<file path="src/prom_prog_pkg.sv">
// Purpose: constants and types for the byte-wide prom programmer
// Assumes: 25 MHz core clock
// Notes:   times kept in their own unit, cycle counts derived
package prom_prog_pkg;

  localparam int unsigned CLK_NS = 40;

  // address range and fill value
  localparam logic [16:0] ADDR_FIRST = 17'h0_0000;
  localparam logic [16:0] ADDR_LAST_USABLE = 17'h0_EF7F;
  localparam logic [16:0] ADDR_FIRST_UNUSED = 17'h0_EF80;
  localparam logic [7:0] ERASED_BYTE = 8'hFF;

  // times
  localparam int unsigned SETUP_US = 2;
  localparam int unsigned HOLD_US = 2;
  localparam int unsigned PULSE_US = 200;
  localparam int unsigned OVERWRITE_MIN_US = 190;
  localparam int unsigned OVERWRITE_MAX_US = 5250;
  localparam int unsigned OUT_DELAY_NS = 150;
  localparam int unsigned DISABLE_NS = 130;

  // cycle counts: least times round up
  localparam int unsigned SETUP_CYC = (SETUP_US * 1000 + CLK_NS - 1) / CLK_NS;
  localparam int unsigned HOLD_CYC = (HOLD_US * 1000 + CLK_NS - 1) / CLK_NS;
  localparam int unsigned PULSE_CYC = (PULSE_US * 1000 + CLK_NS - 1) / CLK_NS;
  localparam int unsigned OUT_DELAY_CYC =
    (OUT_DELAY_NS + CLK_NS - 1) / CLK_NS + 1;
  localparam int unsigned DISABLE_CYC = (DISABLE_NS + CLK_NS - 1) / CLK_NS;
  localparam int unsigned OVERWRITE_MIN_CYC =
    (OVERWRITE_MIN_US * 1000 + CLK_NS - 1) / CLK_NS;
  localparam int unsigned OVERWRITE_MAX_CYC =
    (OVERWRITE_MAX_US * 1000) / CLK_NS;
  localparam int unsigned RETRY_MAX = 25;

  localparam int unsigned TMR_W = 18;
  localparam logic [TMR_W-1:0] TMR_ZERO = 18'h0_0000;

  typedef struct packed {
    logic        chip_enable_n;
    logic        output_enable_n;
    logic        program_strobe_n;
  } ctrl_pins_t;

  localparam ctrl_pins_t CTRL_IDLE = 3'h7;
  localparam ctrl_pins_t CTRL_WRITE = 3'h2;
  localparam ctrl_pins_t CTRL_VERIFY = 3'h1;
  localparam ctrl_pins_t CTRL_ADDR_ONLY = 3'h3;

  typedef enum logic [3:0] {
    ST_IDLE, ST_SETUP, ST_PULSE, ST_HOLD, ST_VSETUP, ST_VREAD,
    ST_VEND, ST_OVER, ST_OHOLD, ST_DONE
  } prog_state_t;

endpackage

</file>
<file path="src/prom_prog_host.sv">
// Purpose: byte-wide program/verify sequencer driving the prom pins
// Assumes: CORE_CLK 25 MHz, one byte per request, RESETN async low
// Notes:   data pins are three signals; enable low means we drive
`timescale 1ns/1ps

// Behaviour
// - pin pattern picks write, verify or inhibit; data floats when inhibited
// - one byte per program cycle, never page programming
// - only program addresses from lowest location through usable limit
// - unused addresses stay all-ones, never programmed to anything else
// - every byte write followed by verify read of same address
// - overwrite pulse held between its minimum and maximum limits
// - addresses beyond usable range are given the all-ones byte
module prom_prog_host (
  input  wire logic        CORE_CLK,
  input  wire logic        RESETN,
  input  wire logic        REQ_VALID,
  input  wire logic [16:0] REQ_ADDR,
  input  wire logic [7:0]  REQ_DATA,
  input  wire logic [7:0]  DATA_PINS_IN,
  output logic             REQ_READY,
  output logic             DONE_PULSE,
  output logic             DONE_FAIL,
  output logic [7:0]       DONE_RETRIES,
  output logic [16:0]      ADDR_PINS,
  output logic [7:0]       DATA_PINS_OUT,
  output logic             DATA_PINS_OE_N,
  output logic             CHIP_ENABLE_N,
  output logic             OUTPUT_ENABLE_N,
  output logic             PROGRAM_STROBE_N
);

  ////////////////////////////////////////////////////////////////////////////
  // synchroniser on the data pins
  logic [7:0] data_meta;
  logic [7:0] data_sync;

  always_ff @(posedge CORE_CLK or negedge RESETN)
  begin
    if (!RESETN)
    begin
      data_meta <= 8'h00;
      data_sync <= 8'h00;
    end
    else
    begin
      data_meta <= DATA_PINS_IN;
      data_sync <= data_meta;
    end
  end

  localparam int TMR_W_L = prom_prog_pkg::TMR_W;
  function automatic logic [TMR_W_L-1:0] cyc(input int unsigned n);
    cyc = TMR_W_L'(n - 1);
  endfunction

  ////////////////////////////////////////////////////////////////////////////
  // sequencer
  prom_prog_pkg::prog_state_t state, next_state;
  logic [TMR_W_L-1:0] tmr, next_tmr;
  logic [16:0] addr, next_addr;
  logic [7:0] data, next_data;
  logic [7:0] tries, next_tries;
  prom_prog_pkg::ctrl_pins_t ctrl, next_ctrl;
  logic drive_n, next_drive_n;
  logic ready, next_ready;
  logic done, next_done;
  logic fail, next_fail;
  logic skip, beyond;

  // no write outside the usable range: the byte is only checked
  assign beyond = REQ_ADDR > prom_prog_pkg::ADDR_LAST_USABLE;
  assign skip = beyond || (REQ_DATA == prom_prog_pkg::ERASED_BYTE);

  always_comb
  begin
    next_state = state;
    next_tmr = (tmr != prom_prog_pkg::TMR_ZERO) ? tmr - 1'b1 : tmr;
    next_addr = addr;
    next_data = data;
    next_tries = tries;
    next_ctrl = ctrl;
    next_drive_n = drive_n;
    next_ready = 1'b0;
    next_done = 1'b0;
    next_fail = fail;
    case (state)
      prom_prog_pkg::ST_IDLE:
      begin
        next_ready = 1'b1;
        if (REQ_VALID && ready)
        begin
          // one byte per request, no page mode exists here
          next_ready = 1'b0;
          next_addr = REQ_ADDR;
          next_data = beyond ? prom_prog_pkg::ERASED_BYTE : REQ_DATA;
          next_tries = 8'h00;
          next_fail = 1'b0;
          next_ctrl = prom_prog_pkg::CTRL_ADDR_ONLY;
          next_tmr = cyc(prom_prog_pkg::SETUP_CYC);
          next_drive_n = skip;
          next_state = skip ? prom_prog_pkg::ST_VSETUP
                            : prom_prog_pkg::ST_SETUP;
        end
      end
      prom_prog_pkg::ST_SETUP:
        if (tmr == prom_prog_pkg::TMR_ZERO)
        begin
          next_ctrl = prom_prog_pkg::CTRL_WRITE;
          next_tmr = cyc(prom_prog_pkg::PULSE_CYC);
          next_tries = tries + 8'h01;
          next_state = prom_prog_pkg::ST_PULSE;
        end
      prom_prog_pkg::ST_PULSE:
        if (tmr == prom_prog_pkg::TMR_ZERO)
        begin
          next_ctrl = prom_prog_pkg::CTRL_ADDR_ONLY;
          next_tmr = cyc(prom_prog_pkg::HOLD_CYC);
          next_state = prom_prog_pkg::ST_HOLD;
        end
      prom_prog_pkg::ST_HOLD:
        if (tmr == prom_prog_pkg::TMR_ZERO)
        begin
          // release the bus before the device may drive it
          next_drive_n = 1'b1;
          next_tmr = cyc(prom_prog_pkg::SETUP_CYC);
          next_state = prom_prog_pkg::ST_VSETUP;
        end
      prom_prog_pkg::ST_VSETUP:
        if (tmr == prom_prog_pkg::TMR_ZERO)
        begin
          next_ctrl = prom_prog_pkg::CTRL_VERIFY;
          next_tmr = cyc(prom_prog_pkg::OUT_DELAY_CYC + 2);
          next_state = prom_prog_pkg::ST_VREAD;
        end
      prom_prog_pkg::ST_VREAD:
        if (tmr == prom_prog_pkg::TMR_ZERO)
        begin
          next_ctrl = prom_prog_pkg::CTRL_ADDR_ONLY;
          next_tmr = cyc(prom_prog_pkg::DISABLE_CYC);
          if (data_sync == data && tries != 8'h00)
          begin
            next_drive_n = 1'b0;
            next_state = prom_prog_pkg::ST_VEND;
          end
          else if (data_sync == data)
          begin
            next_state = prom_prog_pkg::ST_DONE;
          end
          else if (tries == 8'h00 ||
                   tries >= 8'(prom_prog_pkg::RETRY_MAX))
          begin
            next_fail = 1'b1;
            next_state = prom_prog_pkg::ST_DONE;
          end
          else
          begin
            next_drive_n = 1'b0;
            next_tmr = cyc(prom_prog_pkg::SETUP_CYC);
            next_state = prom_prog_pkg::ST_SETUP;
          end
        end
      prom_prog_pkg::ST_VEND:
        if (tmr == prom_prog_pkg::TMR_ZERO)
        begin
          // overwrite pulse sized at its minimum limit, well under max
          next_ctrl = prom_prog_pkg::CTRL_WRITE;
          next_tmr = cyc(prom_prog_pkg::OVERWRITE_MIN_CYC);
          next_state = prom_prog_pkg::ST_OVER;
        end
      prom_prog_pkg::ST_OVER:
        if (tmr == prom_prog_pkg::TMR_ZERO)
        begin
          next_ctrl = prom_prog_pkg::CTRL_ADDR_ONLY;
          next_tmr = cyc(prom_prog_pkg::HOLD_CYC);
          next_state = prom_prog_pkg::ST_OHOLD;
        end
      prom_prog_pkg::ST_OHOLD:
        if (tmr == prom_prog_pkg::TMR_ZERO)
        begin
          next_drive_n = 1'b1;
          next_state = prom_prog_pkg::ST_DONE;
        end
      prom_prog_pkg::ST_DONE:
      begin
        next_ctrl = prom_prog_pkg::CTRL_IDLE;
        next_drive_n = 1'b1;
        next_done = 1'b1;
        next_state = prom_prog_pkg::ST_IDLE;
      end
      default:
        next_state = prom_prog_pkg::ST_IDLE;
    endcase
  end

  always_ff @(posedge CORE_CLK or negedge RESETN)
  begin
    if (!RESETN)
    begin
      state <= prom_prog_pkg::ST_IDLE;
      tmr <= prom_prog_pkg::TMR_ZERO;
      addr <= 17'h0_0000;
      data <= 8'h00;
      tries <= 8'h00;
      ctrl <= prom_prog_pkg::CTRL_IDLE;
      drive_n <= 1'b1;
      ready <= 1'b0;
      done <= 1'b0;
      fail <= 1'b0;
    end
    else
    begin
      state <= next_state;
      tmr <= next_tmr;
      addr <= next_addr;
      data <= next_data;
      tries <= next_tries;
      ctrl <= next_ctrl;
      drive_n <= next_drive_n;
      ready <= next_ready;
      done <= next_done;
      fail <= next_fail;
    end
  end

  assign REQ_READY = ready;
  assign DONE_PULSE = done;
  assign DONE_FAIL = fail;
  assign DONE_RETRIES = tries;
  assign ADDR_PINS = addr;
  assign DATA_PINS_OUT = data;
  assign DATA_PINS_OE_N = drive_n;
  assign CHIP_ENABLE_N = ctrl.chip_enable_n;
  assign OUTPUT_ENABLE_N = ctrl.output_enable_n;
  assign PROGRAM_STROBE_N = ctrl.program_strobe_n;

  ////////////////////////////////////////////////////////////////////////////
  // checks
  property p_no_drive_in_verify;
    @(posedge CORE_CLK) disable iff (!RESETN)
      !OUTPUT_ENABLE_N |-> DATA_PINS_OE_N && PROGRAM_STROBE_N;
  endproperty
  a_no_drive_in_verify: assert property (p_no_drive_in_verify)
    else $error("host drives data while verify selected");

  property p_write_drives;
    @(posedge CORE_CLK) disable iff (!RESETN)
      !PROGRAM_STROBE_N |-> !DATA_PINS_OE_N && OUTPUT_ENABLE_N;
  endproperty
  a_write_drives: assert property (p_write_drives)
    else $error("strobe low without data driven");

  property p_range;
    @(posedge CORE_CLK) disable iff (!RESETN)
      !PROGRAM_STROBE_N |-> ADDR_PINS <= prom_prog_pkg::ADDR_LAST_USABLE;
  endproperty
  a_range: assert property (p_range)
    else $error("strobe on address above usable range");

  property p_no_ff_write;
    @(posedge CORE_CLK) disable iff (!RESETN)
      !PROGRAM_STROBE_N |-> DATA_PINS_OUT != prom_prog_pkg::ERASED_BYTE;
  endproperty
  a_no_ff_write: assert property (p_no_ff_write)
    else $error("all-ones byte programmed");

  property p_verify_follows;
    @(posedge CORE_CLK) disable iff (!RESETN)
      $rose(PROGRAM_STROBE_N) && state == prom_prog_pkg::ST_HOLD
        |-> ##[1:200] !OUTPUT_ENABLE_N;
  endproperty
  a_verify_follows: assert property (p_verify_follows)
    else $error("no verify after write");

  property p_over_len;
    @(posedge CORE_CLK) disable iff (!RESETN)
      $rose(state == prom_prog_pkg::ST_OVER) |-> !PROGRAM_STROBE_N &&
        tmr == TMR_W_L'(prom_prog_pkg::OVERWRITE_MIN_CYC - 1);
  endproperty
  a_over_len: assert property (p_over_len)
    else $error("overwrite pulse length wrong");

  property p_retry_bound;
    @(posedge CORE_CLK) disable iff (!RESETN)
      tries <= 8'(prom_prog_pkg::RETRY_MAX);
  endproperty
  a_retry_bound: assert property (p_retry_bound)
    else $error("retry count exceeded");

  property p_one_byte;
    @(posedge CORE_CLK) disable iff (!RESETN)
      !PROGRAM_STROBE_N |-> $stable(ADDR_PINS);
  endproperty
  a_one_byte: assert property (p_one_byte)
    else $error("address moved during program pulse");

endmodule // prom_prog_host

</file>
<file path="config.mk">
export PLATFORM = sky130hd
export DESIGN_NAME = prom_prog_host
export DESIGN_NICKNAME = d
export VERILOG_FILES = /design/src/prom_prog_pkg.sv /design/src/prom_prog_host.sv
export SDC_FILE = /design/constraint.sdc
export NUM_CORES = 1
export LEC_CHECK = 0
export BUFFER_PORTS_ARGS = -buffer_cell sky130_fd_sc_hd__buf_2
export CAP_MARGIN = 20
export CORE_ASPECT_RATIO = 0.75
export CORE_MARGIN = 8
export CORE_UTILIZATION = 25
export DETAILED_ROUTE_END_ITERATION = 10
export GPL_TIMING_DRIVEN = 0
export PLACE_DENSITY = 0.44
export SLEW_MARGIN = 20
export SYNTH_ARGS = -nofsm -noshare
export SYNTH_HDL_FRONTEND = slang
export SYNTH_SLANG_ARGS = --single-unit
</file>
<file path="constraint.sdc">
create_clock -name CORE_CLK -period 3.1 [get_ports CORE_CLK]
set_clock_uncertainty 0.15 [all_clocks]
set_input_delay 0.155 -clock CORE_CLK [delete_from_list [all_inputs] [get_ports CORE_CLK]]
set_output_delay 0.155 -clock CORE_CLK [all_outputs]
set_load 0.005 [all_outputs]
</file>
==> results by group <==
Status
  • Outcome: complete, no violations

Global routing
  • Total GRT Usage: 0.117
  • Vias in the first global route: 3421
  • Largest net degree at the start of global routing: 44
  • First-pass GRT wire length: 18700 µm
  • Initial antenna violation count: 0
  • Grt ovf: 0

Worst hold path
  • Worst Hold Class: in -> async

Detailed routing
  • WL final: 11400 µm
  • DR WL/cell: 15.3 µm
  • 1st-iter DRT viols: 241
  • # DRC: 0
  • Vias: 3437
  • Vias per cell: 4.61
  • ANT nets after route: 0
  • Pre-antenna DRT Iters: 5

Clock network
  • Longest Clk Path Bufs: 2
  • H-Tree Depth: 3
  • Worst-Skew Late Latency: 330 ps
  • CTS tree: done
  • Root Driver: clkbuf_16
  • Num CTS Buffers: 9
  • Worst-path clk slew: 60 ps
  • Sink Count: 78
  • Resize count post-CTS: 0

Synth
  • Post-Syn Nets: 459
  • Synth cell types: 61
  • Top FF cell, synth: dfrtp_1
  • Register area share after synthesis: 0.502
  • Cell area after synthesis: 3900 µm²
  • Synth Area per Inst: 9.40 µm²
  • Async set-reset flop share out of synthesis: 1.00
  • Synth Warn #: 0
  • Cell count after synthesis: 415
  • Post-synth EDFFs: 0
  • Synth Register Bits: 78

Floorplan
  • Die X: 160 µm
  • Core Footprint: 15200 µm²
  • Row count: 39
  • Die ar.: 19900 µm²
  • Starting Density: 0.256
  • Boundary Pins: 76
  • Die Y: 124 µm

Timing
  • Part of the cycle the worst path needs: 0.860
  • Hold Fails Final Rpt: 0
  • Setup repair after global routing missed its margin: false
  • Max-slew headroom: 0.453
  • Max Slew Vio Count: 0
  • Final Setup Violations: 0
  • TNS Setup: 0 ps
  • Fmax: 375 MHz
  • Tmin final: 2670 ps
  • Slew @ Worst Pin: 815 ps
  • PnR worst setup slack: 433 ps

Place
  • Placement Cell Area: 4560 µm²
  • Placer Congestion: 0.859
  • Placed wire-length estimate: 8250 µm
  • Pre-CTS setup slack: 465 ps
  • IO Port Bufs: 75

Setup path
  • WP data arrival: 2720 ps
  • Data required, critical path: 3150 ps
  • CP endpoint kind: register
  • Crit path kind: reg -> reg
  • Slowest-stage cell, CP: nor4_1
  • Origin of the critical flop-to-flop path: tmr[12]$_DFF_PN0_
  • Critical path's largest stage delay: 550 ps
  • Critical Path Start Type: register
  • CP Launch Point: tmr[12]$_DFF_PN0_
  • Crit path cell chain: nor4_1, nand4_1, nor2_2, o21ai_0, a221oi_1, a311oi_1
  • Crit-path max FO: 10

Pwr
  • Tot Pwr: 0.00221 W
  • Peak supply drop: 0.248 mV
  • Leakage: 2.39 nW
  • Pwr dens: 425 nW/µm²

Job
  • Max-cap violations: 0

Cells and area
  • N_diodes: 0
  • Final instance area: 5210 µm²
  • Layout cells sized above 1: 0.213
  • Core Util, Final: 0.342
  • Layout area overhead: 33.6%
  • Final #Nets: 580
==> layout by cell type (no fill, tap or decap), drive strengths merged, types with 2 or more instances in the layout <==
cell type and instances:
nand2 96, buf 84, dfrtp 74, nor2 40
dlygate4sd3 34, o21ai 21, clkbuf 20, a21oi 15
xnor2 14, nor3 14, inv 12, xor2 11
nand4 9, nand3 9, ha 8, or3 7
a311oi 6, nor2b 5, nor4 5, dfstp 4
a211oi 4, a22oi 3, o211ai 3, o22ai 3
and3 3, nand2b 2, a221oi 2, a211o 2
o21a 2, a21o 2, or4 2, clkinv 2
a31oi 2
==> worst paths after layout <==
kind	cells past startpoint	slack [ps]	end
setup / recovery	6	430	tmr[2]$_DFF_PN0_
hold / removal	2	190	ADDR_PINS[5]$_DFFE_PN0P_
setup reg to reg	6	430	tmr[2]$_DFF_PN0_
hold reg to reg	0	200	data_sync[5]$_DFF_PN0_
max in group asynchronous	3	1960	DATA_PINS_OE_N$_DFFE_PN1P_
min in group CORE_CLK	0	200	data_sync[5]$_DFF_PN0_
==> synthesized netlist by cell type, types with 2 or more instances <==
library cell,number,share of area
o21ai_0,20,0.026
buf_2,4,0.0051
buf_6,3,0.0087
or4_1,2,0.0038
a211o_1,2,0.0045
inv_1,9,0.0087
dfrtp_1,74,0.47
a22oi_1,3,0.0058
nor4_4,2,0.011
nand2b_1,2,0.0032
o211ai_1,3,0.0058
o22ai_1,3,0.0048
nor3_1,12,0.015
and3_1,3,0.0048
a211oi_1,3,0.0058
a221oi_1,2,0.0045
o21a_1,2,0.0038
ha_1,8,0.026
nand2_1,95,0.091
nand3_1,9,0.012
or3_1,7,0.011
a21oi_1,15,0.019
nand4_1,9,0.014
a21o_1,2,0.0038
xnor2_1,14,0.031
nor2b_1,5,0.0080
nor2_1,39,0.038
xor2_1,11,0.025
nor4_1,3,0.0048
a311oi_1,5,0.011
dfstp_2,4,0.027
clkbuf_1,11,0.011
==> flip-flops by register name, indices dropped and copies added (netlist names) <==
register and cells:
data_meta 8, DONE_PULSE 1, PROGRAM_STROBE_N 1, DATA_PINS_OUT 8
DONE_RETRIES 8, state 4, DONE_FAIL 1, data_sync 8
DATA_PINS_OE_N 1, CHIP_ENABLE_N 1, ADDR_PINS 17, tmr 18
OUTPUT_ENABLE_N 1, REQ_READY 1
==> layout make-up <==
cell class	instances	area, µm²
fillers	1602	10000
flip-flops and latches	78	1960
multi-input cells	309	1810
plain buffers	19	103
clock inverters	7	81.3
inverters	9	33.8
clock buffers	9	225
repair buffers	110	746
well taps	205	256
==> per-stage QoR <==
stage | hold WS (ps) | instances
after detailed placement | 21.8 | 696
after floorplan | -291 | 415
after CTS | 193 | 746
after global routing | 208 | 746
after global placement | 115 | 695
final | 191 | 746
==> per-layer routing <==
metal	vias to the layer above	routed length, µm	GRT usage
li1	1691	-	-
met1	1630	5930	0.168
met2	104	4680	0.169
met3	12	607	0.0301
met4	0	156	0.0373
met5	-	0	0
==> worst max-delay path: cells and delay by family, from the launching register on <==
family	cells	cell delay [ps]
DFF	1	420
AOI/OAI and AO/OA	3	690
and+or+nand+nor	3	1280
==> power breakdown <==
part | switching, W | internal [W]
clock | 0.000451 | 0.000635
sequential | 0.00000358 | 0.00103
combinational | 0.0000433 | 0.0000530
total | 0.000498 | 0.00172
==> kinds of logic (layout without fill, tap and decap cells) <==
kind of cell | count (synthesis) | count (layout) | synth area share
XOR/XNOR | 25 | 25 | 0.0561
flip-flops | 78 | 78 | 0.502
AO/OA/AOI/OAI | 75 | 75 | 0.132
adder cells (fa/ha/maj) | 8 | 8 | 0.0257
multiplexers | 2 | 2 | 0.00545
buffers and inverters | 28 | 154 | 0.0350
AND/OR/NAND/NOR | 199 | 199 | 0.244
==> what timing repair did <==
action / in CTS / in global routing
hold buffers: 34 / 0
hold endpoints to repair: 65 / 0
buffers inserted: 0 / 0
Power figures use the tool's default switching activity.
